### src/srif_consts.svh
// register map, field positions, reset values and divisor constants
`ifndef SRIF_CONSTS_SVH
`define SRIF_CONSTS_SVH
// register indices as printed; byte address is four times the index
`define SRIF_IDX_CONTROL     8'h1b
`define SRIF_IDX_STATUS      8'h1c
`define SRIF_IDX_DATA        8'h1d
`define SRIF_ADDR_CONTROL    (8'((`SRIF_IDX_CONTROL) * 4))
`define SRIF_ADDR_STATUS     (8'((`SRIF_IDX_STATUS) * 4))
`define SRIF_ADDR_DATA       (8'((`SRIF_IDX_DATA) * 4))
// control_reg field positions
`define SRIF_CTL_RIE         7
`define SRIF_CTL_SRS         6
`define SRIF_CTL_MSTR        5
`define SRIF_CTL_CPOL        4
`define SRIF_CTL_CPHA        3
`define SRIF_CTL_WOM         2
`define SRIF_CTL_EN          1
`define SRIF_CTL_TIE         0
// status_control_reg field positions
`define SRIF_STS_RXF         7
`define SRIF_STS_ERIE        6
`define SRIF_STS_OVF         5
`define SRIF_STS_MODE_FAULT_FLAG        4
`define SRIF_STS_TXE         3
`define SRIF_STS_MFEN        2
`define SRIF_STS_SPR_HI      1
`define SRIF_STS_SPR_LO      0
// reset values
`define SRIF_CTL_RST         8'h28
`define SRIF_STS_RST         8'h08
// baud divisors selected by the rate field
`define SRIF_BD_00           8'h02
`define SRIF_BD_01           8'h08
`define SRIF_BD_10           8'h20
`define SRIF_BD_11           8'h80
// index of the last edge in one byte (16 edges, two per bit)
`define SRIF_LAST_EDGE       4'hf
`endif

### src/srif_pkg.sv
// types shared by the serial register interface
package srif_pkg;
    // apb request from the master
    typedef struct packed {
        logic        psel;
        logic        penable;
        logic        pwrite;
        logic [7:0]  paddr;
        logic [31:0] pwdata;
    } srif_apb_req_t;
    // apb answer to the master
    typedef struct packed {
        logic [31:0] prdata;
        logic        pready;
        logic        pslverr;
    } srif_apb_rsp_t;
    // serial pin levels seen by the block
    typedef struct packed {
        logic sclk;
        logic mosi;
        logic miso;
        logic ss_n;
    } srif_pin_in_t;
    // serial pin drive, enables and pad control
    typedef struct packed {
        logic sclk_o;
        logic sclk_oe;
        logic mosi_o;
        logic mosi_oe;
        logic miso_o;
        logic miso_oe;
        logic pullup_en;
        logic ss_gpio;
    } srif_pin_out_t;
    // cpu interrupt requests
    typedef struct packed {
        logic rx;
        logic tx;
        logic err;
    } srif_irq_t;
    // shift engine state
    typedef enum logic [1:0] {
        SRIF_IDLE  = 2'b01,
        SRIF_SHIFT = 2'b10
    } srif_xfer_t;
endpackage

### src/srif_spi_regs.sv
// serial peripheral register interface with baud divider and byte shift engine
//
// Added by the designer: the APB register port.
`timescale 1ns/1ps
`include "srif_consts.svh"

module srif_spi_regs (
    input  wire logic                   pclk,
    input  wire logic                   presetn,
    input  wire srif_pkg::srif_apb_req_t apb_req,
    output srif_pkg::srif_apb_rsp_t      apb_rsp,
    input  wire srif_pkg::srif_pin_in_t  pin_in,
    output srif_pkg::srif_pin_out_t      pin_out,
    output srif_pkg::srif_irq_t          irq
);

    // ----------------------------------------------------------------
    // state record
    // ----------------------------------------------------------------
    typedef struct packed {
        logic                 rie;      // receive interrupt enable
        logic                 mstr;     // master select
        logic                 cpol;     // idle clock level
        logic                 cpha;     // clock phase
        logic                 wom;      // wired-or mode
        logic                 en;       // module enable
        logic                 tie;      // transmit interrupt enable
        logic                 erie;     // error interrupt enable
        logic                 mfen;     // mode fault enable
        logic [1:0]           spr;      // rate field
        logic                 rxf;      // receive full flag
        logic                 ovf;      // overflow flag
        logic                 mode_fault_flag;     // mode fault flag
        logic                 txe;      // transmit empty flag
        logic                 arm_rx;   // status seen with rxf/ovf set
        logic                 arm_mode_fault_flag; // status seen with mode_fault_flag set
        logic [7:0]           txbuf;    // transmit buffer
        logic [7:0]           rxbuf;    // receive buffer
        logic [7:0]           sr;       // outgoing shift register
        logic [7:0]           rsr;      // incoming shift register
        logic                 out_bit;  // bit on the data output
        logic                 sclk;     // master clock level
        logic [3:0]           edges;    // clock edges seen this byte
        logic [6:0]           cnt;      // half period countdown
        logic                 ss_prev;  // select level last cycle
        logic                 sclk_prev;// slave clock level last cycle
        srif_pkg::srif_xfer_t st;       // engine state
    } srif_state_t;

    localparam logic [7:0] CTL_RST = `SRIF_CTL_RST;
    localparam logic [7:0] STS_RST = `SRIF_STS_RST;

    // control and flag fields take their bits from the reset bytes
    // reset image of the whole state
    localparam srif_state_t RST_STATE = '{
        rie:      CTL_RST[`SRIF_CTL_RIE],
        mstr:     CTL_RST[`SRIF_CTL_MSTR],
        cpol:     CTL_RST[`SRIF_CTL_CPOL],
        cpha:     CTL_RST[`SRIF_CTL_CPHA],
        wom:      CTL_RST[`SRIF_CTL_WOM],
        en:       CTL_RST[`SRIF_CTL_EN],
        tie:      CTL_RST[`SRIF_CTL_TIE],
        erie:     STS_RST[`SRIF_STS_ERIE],
        mfen:     STS_RST[`SRIF_STS_MFEN],
        spr:      STS_RST[`SRIF_STS_SPR_HI:`SRIF_STS_SPR_LO],
        rxf:      STS_RST[`SRIF_STS_RXF],
        ovf:      STS_RST[`SRIF_STS_OVF],
        mode_fault_flag:     STS_RST[`SRIF_STS_MODE_FAULT_FLAG],
        txe:      STS_RST[`SRIF_STS_TXE],
        arm_rx:   1'b0,
        arm_mode_fault_flag: 1'b0,
        txbuf:    8'h00,
        rxbuf:    8'h00,
        sr:       8'h00,
        rsr:      8'h00,
        out_bit:  1'b0,
        sclk:     1'b0,
        edges:    4'h0,
        cnt:      7'h00,
        ss_prev:  1'b1,
        sclk_prev: 1'b0,
        st:       srif_pkg::SRIF_IDLE
    };

    srif_state_t s_ff;   // registered state
    srif_state_t nxt_s;  // next state

    // ----------------------------------------------------------------
    // helpers
    // ----------------------------------------------------------------
    // baud divisor for a rate field value
    function automatic logic [7:0] baud_div(input logic [1:0] spr);
        unique case (spr)
            2'b00: baud_div = `SRIF_BD_00;
            2'b01: baud_div = `SRIF_BD_01;
            2'b10: baud_div = `SRIF_BD_10;
            2'b11: baud_div = `SRIF_BD_11;
        endcase
    endfunction

    // drv low releases the pad; the level still follows for read-back
    // pin drive as {out, oe}; open drain only pulls low
    function automatic logic [1:0] pad(input logic lvl, input logic wom, input logic drv);
        if (!drv) begin
            pad = {lvl, 1'b0};
        end else if (wom) begin
            pad = {1'b0, ~lvl};
        end else begin
            pad = {lvl, 1'b1};
        end
    endfunction

    // ----------------------------------------------------------------
    // bus decode
    // ----------------------------------------------------------------
    logic       acc;       // access phase of a transfer
    logic       hit_ctl;   // control register addressed
    logic       hit_sts;   // status register addressed
    logic       hit_dat;   // data register addressed
    logic [7:0] rd_byte;   // read mux output
    logic [7:0] half_m1;   // half period count minus one

    // the half period is the divisor in pclk cycles; the countdown
    // reloads with one less because its zero cycle counts too
    // address decode and read mux over the flip-flops
    always_comb begin
        acc     = apb_req.psel && apb_req.penable;
        hit_ctl = (apb_req.paddr == `SRIF_ADDR_CONTROL);
        hit_sts = (apb_req.paddr == `SRIF_ADDR_STATUS);
        hit_dat = (apb_req.paddr == `SRIF_ADDR_DATA);
        half_m1 = baud_div(s_ff.spr) - 8'h01;
        rd_byte = 8'h00;
        if (hit_ctl) begin
            rd_byte[`SRIF_CTL_RIE]  = s_ff.rie;
            rd_byte[`SRIF_CTL_SRS]  = 1'b0;
            rd_byte[`SRIF_CTL_MSTR] = s_ff.mstr;
            rd_byte[`SRIF_CTL_CPOL] = s_ff.cpol;
            rd_byte[`SRIF_CTL_CPHA] = s_ff.cpha;
            rd_byte[`SRIF_CTL_WOM]  = s_ff.wom;
            rd_byte[`SRIF_CTL_EN]   = s_ff.en;
            rd_byte[`SRIF_CTL_TIE]  = s_ff.tie;
        end else if (hit_sts) begin
            rd_byte[`SRIF_STS_RXF]  = s_ff.rxf;
            rd_byte[`SRIF_STS_ERIE] = s_ff.erie;
            rd_byte[`SRIF_STS_OVF]  = s_ff.ovf;
            rd_byte[`SRIF_STS_MODE_FAULT_FLAG] = s_ff.mode_fault_flag;
            rd_byte[`SRIF_STS_TXE]  = s_ff.txe;
            rd_byte[`SRIF_STS_MFEN] = s_ff.mfen;
            rd_byte[`SRIF_STS_SPR_HI:`SRIF_STS_SPR_LO] = s_ff.spr;
        end else if (hit_dat) begin
            rd_byte = s_ff.rxbuf;
        end
    end

    // zero wait state slave; unmapped addresses answer with an error
    always_comb begin
        apb_rsp.prdata  = {24'h00_0000, rd_byte};
        apb_rsp.pready  = 1'b1;
        apb_rsp.pslverr = acc && !(hit_ctl || hit_sts || hit_dat);
    end

    // ----------------------------------------------------------------
    // next state
    // ----------------------------------------------------------------
    logic       wr;        // write accepted this cycle
    logic       rd;        // read accepted this cycle
    logic       edge_ev;   // serial clock edge this cycle
    logic       lead;      // edge leaves the idle level
    logic       drive;     // edge that shifts data out
    logic       capture;   // edge that samples data in
    logic       din;       // incoming data pin
    logic       done;      // last edge of the byte
    logic       sel;       // slave selected
    logic [7:0] rx_word;   // incoming byte after this edge

    // later statements override earlier ones, so the order is priority:
    // software clears, hardware sets, the master fault, and last the
    // partial reset of a disabled module
    always_comb begin
        nxt_s   = s_ff;
        wr      = acc && apb_req.pwrite;
        rd      = acc && !apb_req.pwrite;
        edge_ev = 1'b0;
        lead    = 1'b0;
        din     = s_ff.mstr ? pin_in.miso : pin_in.mosi;
        sel     = !s_ff.mstr && !pin_in.ss_n;
        nxt_s.ss_prev   = pin_in.ss_n;
        nxt_s.sclk_prev = pin_in.sclk;

        // software side: arming reads come first so flag sets below win
        if (rd && hit_sts) begin
            nxt_s.arm_rx   = s_ff.rxf || s_ff.ovf;
            nxt_s.arm_mode_fault_flag = s_ff.mode_fault_flag;
        end
        if (rd && hit_dat && s_ff.arm_rx) begin
            nxt_s.rxf    = 1'b0;
            nxt_s.ovf    = 1'b0;
            nxt_s.arm_rx = 1'b0;
        end
        if (wr && hit_ctl) begin
            nxt_s.rie  = apb_req.pwdata[`SRIF_CTL_RIE];
            nxt_s.mstr = apb_req.pwdata[`SRIF_CTL_MSTR];
            nxt_s.cpol = apb_req.pwdata[`SRIF_CTL_CPOL];
            nxt_s.cpha = apb_req.pwdata[`SRIF_CTL_CPHA];
            nxt_s.wom  = apb_req.pwdata[`SRIF_CTL_WOM];
            nxt_s.en   = apb_req.pwdata[`SRIF_CTL_EN];
            nxt_s.tie  = apb_req.pwdata[`SRIF_CTL_TIE];
            if (s_ff.arm_mode_fault_flag) begin
                nxt_s.mode_fault_flag     = 1'b0;
                nxt_s.arm_mode_fault_flag = 1'b0;
            end
        end
        if (wr && hit_sts) begin
            nxt_s.erie = apb_req.pwdata[`SRIF_STS_ERIE];
            nxt_s.mfen = apb_req.pwdata[`SRIF_STS_MFEN];
            nxt_s.spr  = apb_req.pwdata[`SRIF_STS_SPR_HI:`SRIF_STS_SPR_LO];
        end
        if (wr && hit_dat) begin
            nxt_s.txbuf = apb_req.pwdata[7:0];
            nxt_s.txe   = 1'b0;
        end

        // clock edge detection: divider in master, pin edge in slave
        if (s_ff.st == srif_pkg::SRIF_SHIFT) begin
            if (s_ff.mstr) begin
                if (s_ff.cnt == 7'h00) begin
                    nxt_s.cnt  = half_m1[6:0];
                    nxt_s.sclk = ~s_ff.sclk;
                    edge_ev    = 1'b1;
                    lead       = (s_ff.sclk == s_ff.cpol);
                end else begin
                    nxt_s.cnt = s_ff.cnt - 7'h01;
                end
            end else if (pin_in.sclk != s_ff.sclk_prev) begin
                edge_ev = 1'b1;
                lead    = (pin_in.sclk != s_ff.cpol);
            end
        end
        drive   = edge_ev && (s_ff.cpha ? lead : !lead);
        capture = edge_ev && (s_ff.cpha ? !lead : lead);
        done    = edge_ev && (s_ff.edges == `SRIF_LAST_EDGE);
        rx_word = capture ? {s_ff.rsr[6:0], din} : s_ff.rsr;

        // engine
        unique case (s_ff.st)
            srif_pkg::SRIF_IDLE: begin
                nxt_s.sclk = s_ff.cpol;
                // master starts when a byte waits; slave on select
                // (falling select edge for phase zero)
                if (s_ff.en && ((s_ff.mstr && !s_ff.txe) ||
                        (sel && (s_ff.cpha || s_ff.ss_prev)))) begin
                    nxt_s.st      = srif_pkg::SRIF_SHIFT;
                    nxt_s.txe     = 1'b1;
                    nxt_s.edges   = 4'h0;
                    nxt_s.cnt     = half_m1[6:0];
                    nxt_s.out_bit = s_ff.txbuf[7];
                    nxt_s.sr      = s_ff.cpha ? s_ff.txbuf : {s_ff.txbuf[6:0], 1'b0};
                end
            end
            srif_pkg::SRIF_SHIFT: begin
                if (!s_ff.mstr && pin_in.ss_n) begin
                    // deselected mid byte: drop the byte
                    // (stale bits in rsr shift out during the next byte)
                    nxt_s.st = srif_pkg::SRIF_IDLE;
                    if (s_ff.mfen) begin
                        nxt_s.mode_fault_flag = 1'b1;
                    end
                end else if (edge_ev) begin
                    nxt_s.edges = s_ff.edges + 4'h1;
                    nxt_s.rsr   = rx_word;
                    if (drive && !done) begin
                        nxt_s.out_bit = s_ff.sr[7];
                        nxt_s.sr      = {s_ff.sr[6:0], 1'b0};
                    end
                    // the sixteenth edge ends the byte; a capture on it
                    // is already folded into rx_word
                    if (done) begin
                        nxt_s.st = srif_pkg::SRIF_IDLE;
                        if (s_ff.rxf) begin
                            nxt_s.ovf = 1'b1;
                        end else begin
                            nxt_s.rxbuf = rx_word;
                            nxt_s.rxf   = 1'b1;
                        end
                    end
                end
            end
        endcase

        // a second master pulling select low must not fight our pins
        // master with mode fault enabled sees select fall: fault, and the module drops out
        if (s_ff.en && s_ff.mstr && s_ff.mfen && s_ff.ss_prev && !pin_in.ss_n) begin
            nxt_s.mode_fault_flag = 1'b1;
            nxt_s.en   = 1'b0;
        end

        // partial reset while disabled; control bits and flags other than txe (forced to one) stay
        if (!nxt_s.en) begin
            nxt_s.st    = srif_pkg::SRIF_IDLE;
            nxt_s.txe   = 1'b1;
            nxt_s.sclk  = nxt_s.cpol;
            nxt_s.edges = 4'h0;
            nxt_s.cnt   = 7'h00;
        end
    end

    // ----------------------------------------------------------------
    // state register
    // ----------------------------------------------------------------
    // the reset branch loads only a constant, never another flip-flop
    // whole state in one register, async reset to the constant image
    always_ff @(posedge pclk or negedge presetn) begin
        if (!presetn) begin
            s_ff <= RST_STATE;
        end else begin
            s_ff <= nxt_s;
        end
    end

    // ----------------------------------------------------------------
    // pins and interrupt requests
    // ----------------------------------------------------------------
    logic       m_drv;     // enabled master drives clock and mosi
    logic       s_drv;     // enabled selected slave drives miso
    logic [1:0] p_sclk;    // clock pad {out, oe}
    logic [1:0] p_mosi;    // mosi pad {out, oe}
    logic [1:0] p_miso;    // miso pad {out, oe}

    // wired-or pads only pull low; the high level comes from outside
    // because the internal pull-up is off in that mode
    // pad control from registered state, except the slave miso enable, which follows the select pin
    always_comb begin
        m_drv  = s_ff.en && s_ff.mstr;
        s_drv  = s_ff.en && !s_ff.mstr && !pin_in.ss_n;
        p_sclk = pad((s_ff.st == srif_pkg::SRIF_SHIFT) ? s_ff.sclk : s_ff.cpol,
                     s_ff.wom, m_drv);
        p_mosi = pad(s_ff.out_bit, s_ff.wom, m_drv);
        p_miso = pad(s_ff.out_bit, s_ff.wom, s_drv);
        pin_out.sclk_o    = p_sclk[1];
        pin_out.sclk_oe   = p_sclk[0];
        pin_out.mosi_o    = p_mosi[1];
        pin_out.mosi_oe   = p_mosi[0];
        pin_out.miso_o    = p_miso[1];
        pin_out.miso_oe   = p_miso[0];
        pin_out.pullup_en = !s_ff.wom;
        pin_out.ss_gpio   = !s_ff.en || (s_ff.mstr && !s_ff.mfen);
        irq.rx  = s_ff.rxf && s_ff.rie;
        irq.tx  = s_ff.txe && s_ff.tie;
        irq.err = s_ff.erie && (s_ff.mode_fault_flag || s_ff.ovf);
    end

endmodule

### config.mk
export PLATFORM = sky130hd
export DESIGN_NAME = srif_spi_regs
export DESIGN_NICKNAME = d
export VERILOG_FILES = /design/src/srif_pkg.sv /design/src/srif_spi_regs.sv
export VERILOG_INCLUDE_DIRS = /design/src /design/src/src
export SDC_FILE = /design/constraint.sdc
export NUM_CORES = 1
export LEC_CHECK = 0
export BUFFER_PORTS_ARGS = -buffer_cell sky130_fd_sc_hd__buf_2
export CORE_AREA = 4 4 117 91
export CTS_BUF_LIST = sky130_fd_sc_hd__clkbuf_4 sky130_fd_sc_hd__clkbuf_8
export CTS_CLUSTER_DIAMETER = 60
export DETAILED_ROUTE_END_ITERATION = 10
export DIE_AREA = 0 0 121 95
export GPL_ROUTABILITY_DRIVEN = 1
export PLACE_DENSITY_LB_ADDON = 0.12
export SLEW_MARGIN = 20
export SYNTH_ARGS = -nofsm -noshare
export SYNTH_HDL_FRONTEND = slang
export SYNTH_SLANG_ARGS = --single-unit
export TNS_END_PERCENT = 100
### constraint.sdc
create_clock -name pclk -period 5.8 [get_ports pclk]
set_clock_uncertainty 0.2 [all_clocks]
set_input_delay 0 -clock pclk [delete_from_list [all_inputs] [get_ports pclk]]
set_output_delay 0 -clock pclk [all_outputs]
set_load 0.02 [all_outputs]
======== Yosys cells after proc, flatten, opt, wreduce, memory -nomap -nowiden ========
Index checks and enable logic that the tools add are counted.
Widths: inputs -> output; s select.
word-level totals
  bits in registers ....................... 66
  bits of input ports ..................... 49
  output and inout port bits .............. 45
  word-level logic and storage cells ...... 186
cells by class
  add/subtract/negate cells ............... 3
  eq/ne operators ......................... 24
  multiplexer cells ....................... 72
  bitwise gates (word level) .............. 5
  reductions and logical operators ........ 55
operators by type and width
  operator             number
  $mux 8               7
  $mux 17              2
  $mux 1               33
  $mux 2               15
  $logic_and 1x1->1    29
  $mux 7               4
  $pmux 7 s4           1
  $eq 8x7->1 const B   3
  $pmux 8 s2           1
  $sub 7x1->7 const B  2
  $mux 12              1
  $reduce_and 3->1     4
  $mux 11              1
  $logic_not 1->1      10
  $ne 3x3->1 const B   3
  $mux 4               2
  $ne 2x2->1 const B   4
  $ne 4x4->1 const B   2
  $pmux 4 s2           1
  $logic_not 7->1      1
  $logic_or 1x1->1     7
  $eq 2x2->1 const B   3
  $ne 3x1->1 const B   2
  $mux 5               1
  other kinds (14)     20

======== Depth between registers and ports, before layout ========
  depth in word-level cells ............... 12
  depth in mapped cells ................... 9
  mapped depth without buffers ............ 7

======== Worst setup path before layout ========
Ideal clock, no wire load.
  kind .................................... reg-to-reg
  start ................................... reg s_ff[4] (netlist bit)
  end ..................................... reg s_ff[39] (netlist bit)
  library setup time ...................... 0.120 ns
  arrival ................................. 2.217 ns
  data required time ...................... 5.480 ns
  setup slack ............................. 3.263 ns
  stages on the path, launching flop included .. 10
  buffers on the path ..................... 2
  period minus slack after synthesis ...... 2.537 ns
  cells stage by stage .................... dfrtp_1 -> inv_1 -> ha_1 -> or4b_4 -> a2bb2oi_2 -> or4_1 -> buf_2 -> buf_6 -> nand2_1 -> o21ai_2
between the ends
  cells in the longest elaborated chain, start to end .. 8
  elaborated cells between the ends (all ways) .. 13
  those cells by class .................... mux (8); reduce/logical (5)
RTL lines
  element                 RTL line              text
  from (decl)             srif_spi_regs.sv:85   srif_state_t s_ff;
  from (signal assigned)  srif_spi_regs.sv:316  s_ff <= nxt_s;
  $logic_not 7->1 (*)     srif_spi_regs.sv:226  if (s_ff.cnt == 7'h00) begin
  $mux 1                  srif_spi_regs.sv:226
  $mux 1                  srif_spi_regs.sv:225  if (s_ff.mstr) begin
  $mux 1                  srif_spi_regs.sv:224  if (s_ff.st == srif_pkg::SRIF_SHIFT) begin
  $logic_not 1->1         srif_spi_regs.sv:240  capture = edge_ev && (s_ff.cpha ? !lead : lead);
  $mux 1                  srif_spi_regs.sv:240
  $logic_and 1x1->1       srif_spi_regs.sv:240
  $mux 8                  srif_spi_regs.sv:242  rx_word = capture ? {s_ff.rsr[6:0], din} : s_ff.rsr;
Every way passes the cells marked *; elsewhere a longest branch is shown, timed or not.
A chain may end at the register's enable or synchronous reset.

==> results by group <==
Synthesis
  – Post-synthesis sequential area ratio: 0.444
  – Number of flops mapped to enable cells by yosys: 0
  – Largest cells by area after synthesis: dfrtp_1 41%, mux2_2 9.6%, buf_4 5.0%, mux2i_1 4.6%, nand2_1 4.2%
  – Syn Inst Count: about 380
  – Area share of xor/xnor cells in the synthesized design: 0.00703
  – Ys flop type: dfrtp_1
  – Async S/R FF share, synth: 1.00
  – Cell variety after synth: 63
  – Most instantiated cells after synthesis: 61 x dfrtp_1, 42 x nand2_1, 32 x mux2_2
  – Top-area cell type share of the netlist area: 0.408
  – Flop and latch count out of synthesis: between 60 and 70
  – Area leader, netlist: dfrtp_1
  – Main combinational cell family by area after synthesis: compound AO/OA/AOI/OAI gates
  – Post-synthesis mux area share: 0.146
  – Syn. warnings: 0
  – Post-Synth Simple-Gate Area: 0.151
  – Most common cell in the netlist: dfrtp_1
  – Synthesized area per cell: approximately 9.9 um2
  – Synth Cell Area: ~0.0037 mm2
  – Adder-Cell Fraction of Synth Area: 0.0100
  – Complex-gate fraction of the synthesized area: 0.153

Pwr
  – Cell Pwr Density: roughly 220 mW/mm2
  – Leakage: around 2.1 nW
  – Total power: between 0.0009 and 0.001 W
  – Peak supply drop: 0.000145 V

Timing
  – Slew margin rel.: 0.405
  – Total negative slack: 0 ps
  – # setup viols final: 0
  – Fin. Hold Viols: 0
  – Slew @ Worst Pin: about 890 ps
  – Fin crit period: between 2000 and 3000 ps
  – Crit share post-route: 0.513
  – Final WS setup: ~2800 ps
  – Final slew viol count: 0
  – RSZ-0062 raised after global routing: no
  – Fmax: 0.336 GHz

Global route
  – Initial antenna violation count: 0
  – Pin count of the biggest net entering global routing: 67
  – Total gr overflow: 0
  – GRT Overall Usage: 0.178
  – Vias in the first global route: around 2900
  – First-pass GRT wire length: between 15 and 20 mm

Placed design
  – RePlAce Congestion: approximately 0.82
  – Placed cells: 539
  – I/O Buffers: 44
  – Pre-CTS WS: about 2900 ps
  – Post-detail-place hpwl: ~6.6 mm

CTS
  – Clock slew at reported path FFs: roughly 70 ps
  – Setup Buffers After CTS: 0
  – # clock sinks: 66
  – Root Buffer: clkbuf_8
  – Htree depth: 3
  – CTS resizes: 0
  – Clock latency on the worst-skew pair: 350 ps
  – CTS tree: built
  – Num CTS Buffers: 9
  – Clk buf depth: 2

Drt
  – Drt pass-1 iters: 5
  – Avg WL per Cell: 16.3 um
  – Routed vias/inst: 5.22
  – Via Count: roughly 3000
  – Detailed-route wire length: roughly 9.4 mm
  – Post-route ant nets: 0
  – First DRT Iteration DRCs: approximately 230
  – Residual DRC: 0

Worst setup path
  – Worst path most repeated cell: dlygate4sd3_1
  – Cell Chain, Critical Path: dlygate4sd3_1 > buf_2 > nand3b_1 > dlygate4sd3_1 > nor4b_2 > mux2_4 > clkinv_1 > o21ai_0 > a2111oi_0
  – Top delay family on crit path: buffers and inverters
  – Crit path DAT: around 3000 ps
  – CP max stage delay: around 600 ps
  – CP Max Fanout: 9
  – Worst Setup End Kind: register
  – Worst path slowest cell: dlygate4sd3_1
  – CP Data Required Time: 5830 ps
  – Critical path type: in2reg
  – WP buf/inv: 4
  – Crit start category: primary input

Cells and area
  – Proportion of layout cells with a drive suffix above 1: 0.255
  – Max reg flops: 66
  – Nets: slightly below 500
  – Final Non-Filler Cells: 575
  – ANT cells: 0
  – Largest Register: s_ff
  – Area Overhead vs Synth: 17.8%
  – Top Registers: s_ff (66)
  – Post-layout util: 0.463

Die
  – Std-Cell Core Area: 0.00950 mm2
  – IO Pins: 94
  – Die Area: 0.0115 mm2
  – Initial Util: 0.393
  – Die W: 121 um
  – DIE HEIGHT: between 90 and 100 um
  – Num rows: 31

Min path
  – Hold Crit Class: in2reg

Run status
  – Status: finished, final reports clean

Job
  – Max cap viols: 0
## final cells by class
cell class	count	area, um2
Fill cell	927	5100
Multi-Input combinational cell	274	1840
Sequential cell	66	1660
Timing Repair Buffer	68	450
Clock buffer	13	173
Tap cell	132	165
Inverter	19	71.3
Clock inverter	3	46.3
## kinds of logic (layout without fill, tap and decap cells)
| group | after synthesis | after routing |
|---|---|---|
| flip-flops | 66 | 66 |
| buffers and inverters | 59 | 103 |
| adder cells (fa/ha/maj) | 3 | 3 |
| AO/OA/AOI/OAI | 83 | 83 |
| other | 2 | 25 |
| multiplexers | 50 | 50 |
| AND/OR/NAND/NOR | 110 | 110 |
| XOR/XNOR | 3 | 3 |
## where the power goes
part           switching (W)  internal (W)
logic              0.0000432     0.0000238
registers         0.00000609      0.000465
clock network       0.000182      0.000239
total               0.000231      0.000728
## worst paths after layout
path                                 end   startpoint  cells after the start  slack, ps
worst max-delay path             s_ff[6]  apb_req[34]                      9       2820
worst min-delay path            s_ff[52]  apb_req[37]                      6         40
worst max register to register  s_ff[23]     s_ff[64]                      5       2870
worst min register to register  s_ff[38]     s_ff[38]                      2        300
max in group asynchronous       s_ff[65]      presetn                      3       4680
min in group asynchronous       s_ff[16]      presetn                      3        170
## metal layers
metal | routed length [um] | vias up | share of wire | track usage
met1 | 4680 | 1453 | 0.50 | 0.258
met4 | 115 | 0 | 0.012 | 0.0472
met2 | 4040 | 98 | 0.43 | 0.254
met5 | 0 | - | 0 | 0
li1 | - | 1440 | - | -
met3 | 563 | 11 | 0.060 | 0.0563
## layout by cell type, fill, tap and decap left out, types with 7 or more instances in the layout
master	n
mux2_2	32
dlygate4sd3_1	20
a222oi_1	7
o22ai_1	7
buf_2	44
nor2_1	16
nand3_1	12
inv_1	18
clkbuf_8	12
o21ai_0	12
conb_1	25
mux2i_1	17
dfrtp_1	61
nand2_1	42
a21oi_1	18
o21ai_1	7
## stage by stage
step	instance area (um2)	hold slack (ps)
final	4400	44.2
after global routing	4400	86.0
after CTS	4400	18.8
after detailed placement	3980	-18.5
after global placement	3980	-24.5
after floorplan	3820	-496
## worst register-to-register path, delay by kind of cell, from the launching register on
kind | cells | cell delay, ps
AOI/OAI and AO/OA | 1 | 230
muxes | 1 | 380
and+or+nand+nor | 3 | 1280
DFF | 1 | 740
## repair_timing
action / CTS / global route
hold buffers: 20 / 0
endpoints found under the setup margin: 0 / 0
hold endpoints to repair: 98 / 0
Note: power is estimated with default switching activity, not from simulation.
